<file path="config.mk">
export PLATFORM = sky130hd
export DESIGN_NAME = pbs_switch_channel
export DESIGN_NICKNAME = d
export VERILOG_FILES = /design/src/logic/pbs_pkg.sv /design/src/logic/pbs_switch_channel.sv /design/src/logic/pbs_debounce.sv /design/src/logic/pbs_cyc_timer.sv
export SDC_FILE = /design/constraint.sdc
export NUM_CORES = 2
export LEC_CHECK = 0
export BUFFER_PORTS_ARGS = -buffer_cell sky130_fd_sc_hd__buf_2
export CORE_MARGIN = 2
export CORE_UTILIZATION = 60
export DETAILED_ROUTE_END_ITERATION = 10
export PLACE_DENSITY_LB_ADDON = 0.05
export SLEW_MARGIN = 0
export SYNTH_ARGS = -nofsm -noshare
export SYNTH_HDL_FRONTEND = slang
export SYNTH_SLANG_ARGS = --single-unit
</file>
<file path="constraint.sdc">
create_clock -name clk_i -period 10.4 [get_ports clk_i]
set_input_delay 1.56 -clock clk_i [delete_from_list [all_inputs] [get_ports clk_i]]
set_output_delay 1.56 -clock clk_i [all_outputs]
set_load 0.02 [all_outputs]
</file>
<file path="src/logic/pbs_pkg.sv">
// shared types, register map and timing constants of the push-button switching channel
package pbs_pkg;

  // ----------------------------------------------------------------
  // clock and time base
  // ----------------------------------------------------------------
  localparam int CLK_MHZ = 250;
  localparam int TICK_US = 500; // debounce base time of 0.5 ms
  localparam int TICK_CYCLES = CLK_MHZ * TICK_US; // 125000, a top parameter
  localparam int RATE_WINDOW_S = 17;
  localparam int RATE_WINDOW_TICKS = RATE_WINDOW_S * 1000000 / TICK_US;
  localparam int TW = 31; // width of tick counts

  // ----------------------------------------------------------------
  // enumerations
  // ----------------------------------------------------------------
  typedef enum logic [1:0] {CMD_NONE, CMD_ON, CMD_OFF, CMD_TOGGLE} pbs_cmd_t;
  typedef enum logic [1:0] {CYC_NONE, CYC_ON, CYC_OFF, CYC_BOTH} pbs_cyc_t;
  typedef enum logic [1:0] {RET_NONE, RET_ON, RET_OFF, RET_INPUT} pbs_ret_t;
  typedef enum logic [2:0] {FN_NONE, FN_SWITCH, FN_DIM, FN_BLIND, FN_VALUE} pbs_func_t;

  // telegram to the installation bus
  typedef struct packed {
    logic obj; // 0 first switching object, 1 second
    logic value; // 1 on, 0 off
  } pbs_tel_t;

  // ----------------------------------------------------------------
  // register map (byte addresses)
  // ----------------------------------------------------------------
  localparam logic [3:0] ADR_CTRL = 4'h0;
  localparam logic [3:0] ADR_TIME = 4'h4;
  localparam logic [3:0] ADR_LIMIT = 4'h8;
  localparam logic [3:0] ADR_STATUS = 4'hc;
  localparam logic [31:0] CTRL_RST = 32'h0000_0049;
  localparam logic [31:0] TIME_RST = 32'h0113_3cf3;
  localparam logic [31:0] LIMIT_RST = 32'h0000_1e3c;

  // control fields
  localparam int F_FUNC = 0;
  localparam int F_RISE1 = 3;
  localparam int F_FALL1 = 5;
  localparam int F_RISE2 = 7;
  localparam int F_FALL2 = 9;
  localparam int F_CYC = 11;
  localparam int F_RET = 13;
  localparam int F_RATE_EN = 15;
  // time fields
  localparam int F_BASE1 = 0;
  localparam int F_BASE2 = 4;
  localparam int F_CFACT = 8;
  localparam int F_DBASE = 16;
  localparam int F_DFACT = 20;
  // limit fields
  localparam int F_DEB = 0;
  localparam int F_RMAX = 8;
  // base index that switches off cyclic sending of the second object
  localparam logic [3:0] BASE2_OFF = 4'hf;

  // time bases in 0.5 ms ticks: 130 ms .. 1.2 h
  function automatic logic [TW-1:0] pbs_base_ticks(input logic [3:0] idx);
    logic [TW-1:0] t;
    t = 31'd0;
    unique case (idx)
      4'h0: t = 31'd260;
      4'h1: t = 31'd520;
      4'h2: t = 31'd1040;
      4'h3: t = 31'd2000;
      4'h4: t = 31'd4200;
      4'h5: t = 31'd8400;
      4'h6: t = 31'd16800;
      4'h7: t = 31'd34000;
      4'h8: t = 31'd68000;
      4'h9: t = 31'd132000;
      4'ha: t = 31'd264000;
      4'hb: t = 31'd540000;
      4'hc: t = 31'd1080000;
      4'hd: t = 31'd2160000;
      4'he: t = 31'd4200000;
      4'hf: t = 31'd8640000;
    endcase
    return t;
  endfunction : pbs_base_ticks

endpackage : pbs_pkg

</file>
<file path="src/logic/pbs_switch_channel.sv">
// push-button channel in switching mode with wishbone configuration
`timescale 1ns/10ps
// ------------------------------------------------------------------
// Function
// rising edge command for object one, default on
// falling edge command for object one, default off
// rising edge command for object two
// falling edge command for object two
// toggle inverts stored value and sends it
// cyclic modes none, on, off, both
// both mode repeats whatever the value
// object one cyclic base 1 s to 1.2 h; the code offers every base from 130 ms to 1.2 h
// object two base up to 35 min, or off
// shared factor 3..127, period base times factor; the code accepts every factor from 0 to 127
// return reaction waits for startup delay
// input-state reaction sends edge command for level
// return reaction none, on or off
// channel function; no function sends nothing
// startup delay ignores inputs and sends nothing
// edges count only after debounce time
// rate limit: silent 17 s, capped per window
// cyclic timer restarts on each transmission
// ------------------------------------------------------------------
module pbs_switch_channel #(
  parameter int TICK_CYCLES = pbs_pkg::TICK_CYCLES,
  parameter int RATE_WINDOW_TICKS = pbs_pkg::RATE_WINDOW_TICKS
) (
  // clock, reset, enable
  input wire logic clk_i,
  input wire logic rst_i,
  input wire logic ce_i,
  // wishbone slave
  input wire logic wb_cyc_i,
  input wire logic wb_stb_i,
  input wire logic wb_we_i,
  input wire logic [3:0] wb_adr_i,
  input wire logic [3:0] wb_sel_i,
  input wire logic [31:0] wb_dat_i,
  output logic [31:0] wb_dat_o,
  output logic wb_ack_o,
  // push-button contact
  input wire logic button_i,
  // telegrams to the bus
  output logic tx_valid_o,
  output pbs_pkg::pbs_tel_t tx_tel_o,
  input wire logic tx_ready_i
);
  import pbs_pkg::*;

  // ----------------------------------------------------------------
  // register file
  // ----------------------------------------------------------------
  logic [31:0] ctrl_reg, time_reg, limit_reg, rdata_reg;
  logic ack_reg;

  logic [31:0] lane_mask;
  logic [31:0] rd_mux;
  logic [31:0] status_word;

  wire bus_req = wb_cyc_i && wb_stb_i && !ack_reg;
  wire bus_wr = bus_req && wb_we_i;

  wire hit_ctrl = wb_adr_i == ADR_CTRL;
  wire hit_time = wb_adr_i == ADR_TIME;
  wire hit_limit = wb_adr_i == ADR_LIMIT;
  wire hit_status = wb_adr_i == ADR_STATUS;

  // byte enables widened to a bit mask
  genvar gb;
  generate
    for (gb = 0; gb < 4; gb++) begin : g_lane
      assign lane_mask[gb*8 +: 8] = {8{wb_sel_i[gb]}};
    end
  endgenerate

  wire [31:0] ctrl_wr = (ctrl_reg & ~lane_mask) | (wb_dat_i & lane_mask);
  wire [31:0] time_wr = (time_reg & ~lane_mask) | (wb_dat_i & lane_mask);
  wire [31:0] limit_wr = (limit_reg & ~lane_mask) | (wb_dat_i & lane_mask);

  // unmapped addresses read zero and ignore writes
  assign rd_mux = hit_ctrl ? ctrl_reg :
                  hit_time ? time_reg :
                  hit_limit ? limit_reg :
                  hit_status ? status_word : 32'h0000_0000;

  // one wait state: ack lands the cycle after the request
  always_ff @(posedge clk_i) begin
    if (rst_i) begin
      ctrl_reg <= CTRL_RST;
      time_reg <= TIME_RST;
      limit_reg <= LIMIT_RST;
      ack_reg <= 1'b0;
      rdata_reg <= 32'h0000_0000;
    end else if (ce_i) begin
      ack_reg <= bus_req;
      rdata_reg <= bus_req ? rd_mux : 32'h0000_0000;
      if (bus_wr && hit_ctrl) ctrl_reg <= ctrl_wr;
      if (bus_wr && hit_time) time_reg <= time_wr;
      if (bus_wr && hit_limit) limit_reg <= limit_wr;
    end
  end

  assign wb_ack_o = ack_reg;
  assign wb_dat_o = rdata_reg;

  // ----------------------------------------------------------------
  // configuration fields
  // ----------------------------------------------------------------
  pbs_cmd_t rise_cmd [2];
  pbs_cmd_t fall_cmd [2];

  wire pbs_func_t func = pbs_func_t'(ctrl_reg[F_FUNC +: 3]);
  wire pbs_cyc_t cyc_mode = pbs_cyc_t'(ctrl_reg[F_CYC +: 2]);
  wire pbs_ret_t ret_mode = pbs_ret_t'(ctrl_reg[F_RET +: 2]);
  wire rate_en = ctrl_reg[F_RATE_EN];

  wire [3:0] base1 = time_reg[F_BASE1 +: 4];
  wire [3:0] base2 = time_reg[F_BASE2 +: 4];
  wire [6:0] cyc_factor = time_reg[F_CFACT +: 7];
  wire [3:0] delay_base = time_reg[F_DBASE +: 4];
  wire [6:0] delay_factor = time_reg[F_DFACT +: 7];

  wire [7:0] deb_factor = limit_reg[F_DEB +: 8];
  wire [6:0] rate_max = limit_reg[F_RMAX +: 7];

  assign rise_cmd[0] = pbs_cmd_t'(ctrl_reg[F_RISE1 +: 2]);
  assign fall_cmd[0] = pbs_cmd_t'(ctrl_reg[F_FALL1 +: 2]);
  assign rise_cmd[1] = pbs_cmd_t'(ctrl_reg[F_RISE2 +: 2]);
  assign fall_cmd[1] = pbs_cmd_t'(ctrl_reg[F_FALL2 +: 2]);

  // only the switching function produces telegrams here
  wire switching = func == FN_SWITCH;

  // ----------------------------------------------------------------
  // 0.5 ms tick
  // ----------------------------------------------------------------
  logic [17:0] pre_reg;

  wire tick = ce_i && (pre_reg == 18'(TICK_CYCLES - 1));

  // prescaler shared by every timer of the channel
  always_ff @(posedge clk_i) begin
    if (rst_i) pre_reg <= 18'h00000;
    else if (ce_i) pre_reg <= tick ? 18'h00000 : pre_reg + 18'h00001;
  end

  // ----------------------------------------------------------------
  // input contact
  // ----------------------------------------------------------------
  logic in_level, in_rise, in_fall;

  pbs_debounce u_deb (
    .clk_i(clk_i),
    .rst_i(rst_i),
    .ce_i(ce_i),
    .tick_i(tick),
    .factor_i(deb_factor),
    .pin_i(button_i),
    .level_o(in_level),
    .rise_o(in_rise),
    .fall_o(in_fall)
  );

  // ----------------------------------------------------------------
  // startup delay and return reaction
  // ----------------------------------------------------------------
  typedef enum logic [1:0] {ST_DELAY, ST_RETURN, ST_RUN} pbs_state_t;

  pbs_state_t state_reg, state_next;
  logic [TW-1:0] dly_reg;

  wire [37:0] dly_prod = pbs_base_ticks(delay_base) * delay_factor;
  wire [TW-1:0] dly_ticks = dly_prod[TW-1:0];

  wire dly_done = dly_reg >= dly_ticks;

  // delay base times factor, counted once after reset
  always_comb begin
    state_next = state_reg;
    unique case (state_reg)
      ST_DELAY: if (dly_done) state_next = ST_RETURN;
      ST_RETURN: state_next = ST_RUN;
      ST_RUN: state_next = ST_RUN;
    endcase
  end

  always_ff @(posedge clk_i) begin
    if (rst_i) begin
      state_reg <= ST_DELAY;
      dly_reg <= '0;
    end else if (ce_i) begin
      state_reg <= state_next;
      if (state_reg == ST_DELAY && tick && !dly_done) dly_reg <= dly_reg + 31'd1;
    end
  end

  wire running = state_reg == ST_RUN;
  wire do_return = ce_i && state_reg == ST_RETURN && switching;

  // ----------------------------------------------------------------
  // command evaluation per object
  // ----------------------------------------------------------------
  logic [1:0] val_reg, pend_reg, set_ev, new_val, cyc_fire, sent, cyc_en;
  pbs_cmd_t cmd_sel [2];
  logic [TW-1:0] cyc_period [2];

  wire [37:0] per1_prod = pbs_base_ticks(base1) * cyc_factor;
  wire [37:0] per2_prod = pbs_base_ticks(base2) * cyc_factor;

  wire edge_ok = ce_i && running && switching;

  assign cyc_period[0] = per1_prod[TW-1:0];
  assign cyc_period[1] = per2_prod[TW-1:0];

  genvar go;
  generate
    for (go = 0; go < 2; go++) begin : g_obj
      // return reaction picks the command like an edge would
      always_comb begin
        cmd_sel[go] = CMD_NONE;
        if (do_return) begin
          unique case (ret_mode)
            RET_NONE: cmd_sel[go] = CMD_NONE;
            RET_ON: cmd_sel[go] = CMD_ON;
            RET_OFF: cmd_sel[go] = CMD_OFF;
            RET_INPUT: cmd_sel[go] = in_level ? rise_cmd[go] : fall_cmd[go];
          endcase
        end else if (edge_ok && in_rise) begin
          cmd_sel[go] = rise_cmd[go];
        end else if (edge_ok && in_fall) begin
          cmd_sel[go] = fall_cmd[go];
        end
      end

      // toggle inverts the stored object value
      always_comb begin
        new_val[go] = val_reg[go];
        unique case (cmd_sel[go])
          CMD_NONE: new_val[go] = val_reg[go];
          CMD_ON: new_val[go] = 1'b1;
          CMD_OFF: new_val[go] = 1'b0;
          CMD_TOGGLE: new_val[go] = ~val_reg[go];
        endcase
      end

      // cyclic mode decides by the current object value
      assign cyc_en[go] = running && switching &&
                          ((cyc_mode == CYC_BOTH) ||
                           (cyc_mode == CYC_ON && val_reg[go]) ||
                           (cyc_mode == CYC_OFF && !val_reg[go])) &&
                          !(go == 1 && base2 == BASE2_OFF);

      pbs_cyc_timer #(
        .TW(TW)
      ) u_cyc (
        .clk_i(clk_i),
        .rst_i(rst_i),
        .ce_i(ce_i),
        .tick_i(tick),
        .enable_i(cyc_en[go]),
        .restart_i(sent[go]),
        .period_i(cyc_period[go]),
        .fire_o(cyc_fire[go])
      );

      assign set_ev[go] = (cmd_sel[go] != CMD_NONE) || cyc_fire[go];
    end
  endgenerate

  // ----------------------------------------------------------------
  // telegram rate limit
  // ----------------------------------------------------------------
  logic [TW-1:0] win_reg;
  logic [6:0] win_cnt_reg;
  logic first_win_reg;

  wire win_end = tick && (win_reg == 31'(RATE_WINDOW_TICKS - 1));
  wire rate_block = rate_en && (first_win_reg || win_cnt_reg >= rate_max);

  // 17 s windows; the first one after reset stays silent
  always_ff @(posedge clk_i) begin
    if (rst_i) begin
      win_reg <= '0;
      win_cnt_reg <= 7'h00;
      first_win_reg <= 1'b1;
    end else if (ce_i) begin
      if (win_end) win_reg <= '0;
      else if (tick) win_reg <= win_reg + 31'd1;
      if (win_end) first_win_reg <= 1'b0;
      if (win_end) win_cnt_reg <= 7'h00;
      else if (|sent && win_cnt_reg != 7'h7f) win_cnt_reg <= win_cnt_reg + 7'h01;
    end
  end

  // ----------------------------------------------------------------
  // pending telegrams and output stage
  // ----------------------------------------------------------------
  logic out_valid_reg;
  pbs_tel_t out_reg;

  wire load = ce_i && (|pend_reg) && !rate_block && running && switching &&
              (!out_valid_reg || tx_ready_i);
  wire load_obj = !pend_reg[0]; // first object has priority

  assign sent[0] = load && !load_obj;
  assign sent[1] = load && load_obj;

  // a new event wins over the clear of the same pending bit
  always_ff @(posedge clk_i) begin
    if (rst_i) begin
      val_reg <= 2'b00;
      pend_reg <= 2'b00;
    end else if (ce_i) begin
      val_reg <= new_val;
      pend_reg <= (pend_reg & ~sent) | set_ev;
    end
  end

  // held stable until the bus takes it
  always_ff @(posedge clk_i) begin
    if (rst_i) begin
      out_valid_reg <= 1'b0;
      out_reg <= '0;
    end else if (ce_i) begin
      if (load) begin
        out_valid_reg <= 1'b1;
        out_reg.obj <= load_obj;
        out_reg.value <= val_reg[load_obj];
      end else if (tx_ready_i) begin
        out_valid_reg <= 1'b0;
      end
    end
  end

  assign tx_valid_o = out_valid_reg;
  assign tx_tel_o = out_reg;

  // ----------------------------------------------------------------
  // status word
  // ----------------------------------------------------------------
  assign status_word = {25'h0000000, rate_block, pend_reg, !running, in_level, val_reg};

endmodule : pbs_switch_channel

</file>
<file path="src/logic/pbs_debounce.sv">
// three-stage input synchroniser with tick-based debounce and edge pulses
`timescale 1ns/10ps
module pbs_debounce (
  // clock and reset
  input wire logic clk_i,
  input wire logic rst_i,
  input wire logic ce_i,
  // time base and setting
  input wire logic tick_i,
  input wire logic [7:0] factor_i,
  // raw contact and results
  input wire logic pin_i,
  output logic level_o,
  output logic rise_o,
  output logic fall_o
);
  import pbs_pkg::*;

  logic s1_reg, s2_reg, s3_reg, stable_reg, level_reg;
  logic [8:0] cnt_reg;
  wire differs = stable_reg != level_reg;
  wire accept = differs && (cnt_reg > 9'(factor_i) || factor_i == 8'h00);

  // synchroniser: stage 1 feeds only stage 2
  always_ff @(posedge clk_i) begin
    if (rst_i) begin
      s1_reg <= 1'b0;
      s2_reg <= 1'b0;
      s3_reg <= 1'b0;
      stable_reg <= 1'b0;
    end else if (ce_i) begin
      s1_reg <= pin_i;
      s2_reg <= s1_reg;
      s3_reg <= s2_reg;
      if (s2_reg == s3_reg) stable_reg <= s2_reg;
    end
  end

  // level must hold the debounce time before the edge counts
  always_ff @(posedge clk_i) begin
    if (rst_i) begin
      cnt_reg <= 9'h000;
      level_reg <= 1'b0;
    end else if (ce_i) begin
      if (!differs || accept) cnt_reg <= 9'h000;
      else if (tick_i) cnt_reg <= cnt_reg + 9'h001;
      if (accept) level_reg <= stable_reg;
    end
  end

  assign level_o = level_reg;
  assign rise_o = ce_i && accept && stable_reg;
  assign fall_o = ce_i && accept && !stable_reg;

endmodule : pbs_debounce

</file>
<file path="src/logic/pbs_cyc_timer.sv">
// cyclic retransmission timer, restarted by each transmission
`timescale 1ns/10ps
module pbs_cyc_timer #(
  parameter int TW = 31
) (
  // clock and reset
  input wire logic clk_i,
  input wire logic rst_i,
  input wire logic ce_i,
  // control
  input wire logic tick_i,
  input wire logic enable_i,
  input wire logic restart_i,
  input wire logic [TW-1:0] period_i,
  // period elapsed
  output logic fire_o
);
  import pbs_pkg::*;

  logic [TW-1:0] cnt_reg;
  wire due = enable_i && tick_i && (cnt_reg >= period_i - 31'd1);

  // counts from the latest transmission; held at zero while disabled
  always_ff @(posedge clk_i) begin
    if (rst_i) begin
      cnt_reg <= '0;
    end else if (ce_i) begin
      if (!enable_i || restart_i || due) cnt_reg <= '0;
      else if (tick_i) cnt_reg <= cnt_reg + 31'd1;
    end
  end

  assign fire_o = ce_i && due && !restart_i;

endmodule : pbs_cyc_timer

</file>
Word level (Yosys, flattened, before mapping)
Memories as Yosys holds them, arrays and structs flattened. A register that Yosys moved wholly into a read port is not among the register bits.
Index checks and enable logic that the tools add are counted.
{"block": "word_totals", "elab_cells": 234, "register_bits": 302, "mem_count": 3, "rom_bits": 1056}
{"block": "classes", "eq_ne": 25, "muxes": 40, "add_sub_neg": 9, "mul": 3, "n_reduce_logical": 108, "order_cmp": 6, "bitwise_logic": 15}
{"name": "(name not given)", "words": 16, "width": 22, "rd": 1, "rd_ports_with_merged_regs": 1, "write_ports": 0, "line_no": "pbs_pkg.sv:64", "text": "unique case (idx)"}
{"name": "(name not given)", "words": 16, "width": 22, "rd": 1, "rd_ports_with_merged_regs": 1, "write_ports": 0, "line_no": "pbs_pkg.sv:64"}
{"name": "(name not given)", "words": 16, "width": 22, "rd": 1, "rd_ports_with_merged_regs": 1, "write_ports": 0, "line_no": "pbs_pkg.sv:64"}
{"cell": "31-bit two-way mux", "count": 6}
{"cell": "32-bit AND", "count": 4}
{"cell": "32-bit two-way mux", "count": 4}
{"cell": "31-bit by 1-bit adder with 31-bit output, second input constant", "count": 4}
{"cell": "32-bit OR", "count": 3}
{"cell": "31-bit greater-or-equal comparator", "count": 3}
{"cell": "31-bit by 7-bit multiplier with 31-bit output", "count": 3}
{"cell": "31-bit by 1-bit subtractor with 31-bit output, second input constant", "count": 2}
{"cell": "1-bit logical AND", "count": 45}
{"cell": "2-bit AND reduction", "count": 17}
{"cell": "32-bit inverter", "count": 1}
{"cell": "31-bit by 16-bit equality test with 1-bit output, second input constant", "count": 1}
{"cell": "4-bit two-way mux", "count": 6}
{"cell": "7-bit two-way mux", "count": 3}
{"cell": "18-bit by 1-bit adder with 18-bit output, second input constant", "count": 1}
{"cell": "18-bit by 17-bit equality test with 1-bit output, second input constant", "count": 1}
{"cell": "2-bit equality test, second input constant", "count": 9}
{"cell": "18-bit two-way mux", "count": 1}
{"cell": "2-bit two-way mux", "count": 9}
{"cell": "9-bit two-way mux", "count": 2}
{"cell": "2-bit one-hot mux with 4 select lines", "count": 2}
{"cell": "2-bit nonzero test", "count": 8}
{"cell": "1-bit zero test", "count": 15}
{"cell": "1-bit logical OR", "count": 14}
{"cell": "other kinds (24)", "count": 42}

Depth between registers and ports, before layout
{"block": "depth", "ltp_word": 13, "depth_mapped": 32, "mapped_depth_nobuf": 29}

Hierarchy
A second synthesis with hierarchy kept.
{"block": "unflattened", "hier_cells": 4004, "hier_area_um2": 33059.2}
{"module": "pbs_switch_channel", "cells_per_inst": 3140, "n_inst": 1, "area_per_inst_um2": 26351.5, "seq_area_each_um2": 5845.6}
{"module": "pbs_cyc_timer", "cells_per_inst": 369, "n_inst": 2, "area_per_inst_um2": 2825.2, "seq_area_each_um2": 620.6}
{"module": "pbs_debounce", "cells_per_inst": 126, "n_inst": 1, "area_per_inst_um2": 1057.3, "seq_area_each_um2": 280.3}

Worst setup path after synthesis
No wires, ideal clock.
{"block": "synth_path", "kind": "register to register", "from": "register (tool-made name)", "to": "register g_obj[0].u_cyc.cnt_reg[10]", "path_slack_ns": 3.496, "path_stages_with_launch": 30, "setup_time_ns": 0.065, "arrival_ns": 6.839, "path_cell_list": "dfxtp_1 > clkbuf_1 > clkbuf_1 > and2_1 > fa_1 > fa_1 > fa_1 > inv_1 > fa_1 > inv_1 > ha_1 > a21o_1 > a21o_1 > a21oi_1 > o21ai_0 > a31oi_1 > nor2b_1 > o21a_1 > o311ai_0 > ha_1 > a21oi_1 > o221a_2 > o21ai_0 > a221oi_1 > o21ai_0 > a311o_1 > a21boi_1 > a21oi_1 > clkbuf_1 > nor2_1"}
{"item": "end signal: assignment", "line_no": "pbs_cyc_timer.sv:29", "text": "else if (tick_i) cnt_reg <= cnt_reg + 31'd1;"}
{"item": "end: declaration", "line_no": "pbs_cyc_timer.sv:20", "text": "logic [TW-1:0] cnt_reg;"}

==> impl_metrics.yaml <==
run_status:
  outcome: "finished clean"
logic_synthesis:
  yosysTopAreaCell: "dfxtp_1"
  synth_commonest_cells: "568 x nand2_1, 413 x inv_1, 368 x dfxtp_1"
  yosys_warnings: 0
  synth_cells: 3913
  synth_ff_type: "dfxtp_1"
  synth_top_cell_area_share_pct: 22.4
  ys_ff_latch: 368
  yosysUniqueCellTypes: 82
  yosysSeqAreaShare_pct: 22.4
  async_flop_share_pct: 0
  syn_area_per_cell_um2: 8.41
  synth.cell_area_um2: 32900
  synth.area.top_cells: "dfxtp_1 22%, fa_1 19%, ha_1 12%, nand2_1 6.5%, and2_1 4.8%"
  synth.most_common_cell: "nand2_1"
  synthesis.nets: 4574
  synth_enable_flop_cells: 0
timing:
  drv_slew: 0
  hold_viol: 0
  worst_slew_pin_slew_ps: 1130
  setup_tns_ps: 0
  period_needed_ps: 8210
  rsz0062_at_grt: "false"
  finalCritPeriodShare_pct: 78.9
  skew_ps: 40.0
  slew_headroom_pct: 25.0
  setup_viol: 0
  fin_ws_ps: 2190
  max_freq_ghz: 0.122
placed_design:
  place_ws_ps: 2370
  port_buffers: 83
  dp_cells: 4560
  dp_hpwl_um: 59200
  gp_congestion: 0.875
cts:
  ctsResizeCount: 0
  cts-hold-fix-buffers: 0
  cts_num_sinks: 368
  cts_max_path_buffers: 3
  cts_setup_buffers: 0
  cts-root-buf: "clkbuf_16"
  clk_pin_slew_worst_paths_ps: 60
  cts_tree: "built"
  clkLatencyLatePin_ps: 610
  cts_buffers: 43
  cts_max_level: 2
final_layout:
  fill_cells: 4671
  drive_above_1_share_pct: 6.39
  fin_nets: 4570
  area_growth_pct: 7.37
  layout.cells.non_filler: 4639
  post-route-util_pct: 65.4
  seqCellArea_um2: 7370
  multi_input_area_um2: 23300
power:
  power_uw: 3270
  leakage_uw: 0.0160
  peakVddDrop_v: 0.000150
  power_density_nw_per_um2: 92.6
routing:
  avgViaCountPerCell: 5.77
  vias: 26800
  drt-wirelength-per-cell_um: 17.0
  drc: 0
  wirelength_um: 79000
  ant_nets: 0
  drt-pass1-iter-count: 7
  first_iter_violations: 1543
floorplan:
  rows: 85
  start_util_pct: 60.9
  fp.dieH_um: 238
  die-area_um2: 56700
  die_x_um: 238
  ioPinCount: 84
  design.core.area_um2: 54000
grt:
  grt_pass1_wl_um: 133000
  grt_pass1_vias: 26300
  grt-ovfl-total: 0
  grt_usage_pct: 28.4
  antenna_found_initial: 4
  grt_max_degree: 68
critical_path:
  critPathCaptureType: "register"
  cp-start-kind: "register"
  crit_fanout: 29
  cp_data_required_time_ps: 10820
  worstPathArrival_ps: 8630
  worstSetupPathType: "register to register"
job:
  drv_cap: 0
hold_path:
  timing.hold.worst.class: "register to register"
-- cell usage in the layout (no fill, tap or decap), types with 14 or more instances in the layout --
master / instances
a211oi_1: 19
a21o_1: 62
a21oi_1: 216
a22oi_1: 62
a31oi_1: 15
and2_1: 251
and3_1: 50
and4_1: 17
buf_2: 82
buf_4: 33
clkbuf_16: 43
dfxtp_1: 366
fa_1: 307
ha_1: 306
inv_1: 411
mux2i_1: 18
nand2_1: 568
nand2b_1: 25
nand3_1: 116
nand4_1: 57
nor2_1: 238
nor2b_1: 23
nor3_1: 40
nor4_1: 15
o211ai_1: 14
o21a_1: 17
o21ai_0: 101
o311ai_0: 24
o41ai_1: 21
or2_2: 28
or3_1: 29
xnor2_1: 70
xor2_1: 94
-- per-layer routing --
metal,vias up,global-route usage (%),share of wire (%)
met5,-,0,0.015
met4,2,5.87,1.7
met3,77,4.07,5.4
met2,641,47.6,47
met1,13000,39.2,46
li1,13100,-,-
-- critical path, cell delays in order, from the launching register on --
cell	delay (ps)
dfxtp_1	970
buf_4	410
nand2_1	120
fa_1	510
inv_1	60
fa_1	480
fa_1	500
inv_1	50
fa_1	470
inv_1	40
ha_1	380
nand3_1	80
or2_2	270
o21ai_0	330
a31oi_1	230
a2111oi_0	530
o21ai_0	160
nand2b_1	120
xnor2_1	70
ha_1	290
and3_1	150
nand3_1	100
nor3_1	230
nand4_1	130
a31oi_1	230
nand3b_1	180
a21o_1	760
nor3_1	140
-- kinds of logic (layout without fill, tap and decap cells) --
logic type               after synthesis  after routing  synth area share (%)
AND/OR/NAND/NOR                     1502           1502                  22.3
AO/OA/AOI/OAI                        656            656                  13.0
adder cells (fa/ha/maj)              613            613                  30.3
buffers and inverters                580            608                  6.66
flip-flops                           368            368                  22.4
XOR/XNOR                             164            164                  4.37
multiplexers                          30             30                 0.959
other                                  0              2                     0
-- through the flow --
stage                     area (um^2)  hold slack, ps
final                           35300             450
after global routing            35300             464
after CTS                       35300             452
after detailed placement        33800             444
after global placement          33800             439
after floorplan                 32900             420
-- cell type report --
| class | count | share of cell area (%) |
|---|---|---|
| clock inverter | 21 | 0.914 |
| antenna | 2 | 0.0142 |
| multi-input combinational | 2965 | 66.1 |
| clock buffer | 56 | 3.33 |
| inverter | 415 | 4.41 |
| timing repair buffer | 116 | 1.90 |
| tap | 696 | 2.47 |
| sequential | 368 | 20.9 |
-- report_power, final --
group	switching, uW	leakage (uW)	total, uW	internal [uW]
clock network	650	0.000731	1610	957
registers	4.69	0.00297	1420	1410
logic	152	0.0123	245	93.0
total	806	0.0160	3270	2460
-- path summary, 6_finish.rpt --
kind	end	slack, ps	depth (start not counted)
setup / recovery	g_obj[1].u_cyc.cnt_reg[23]$_SDFFE_PP0P_	2190	27
hold / removal	register	450	2
setup reg to reg	g_obj[1].u_cyc.cnt_reg[23]$_SDFFE_PP0P_	2190	27
hold reg to reg	register	450	2
Power figures use the tool's default switching activity.
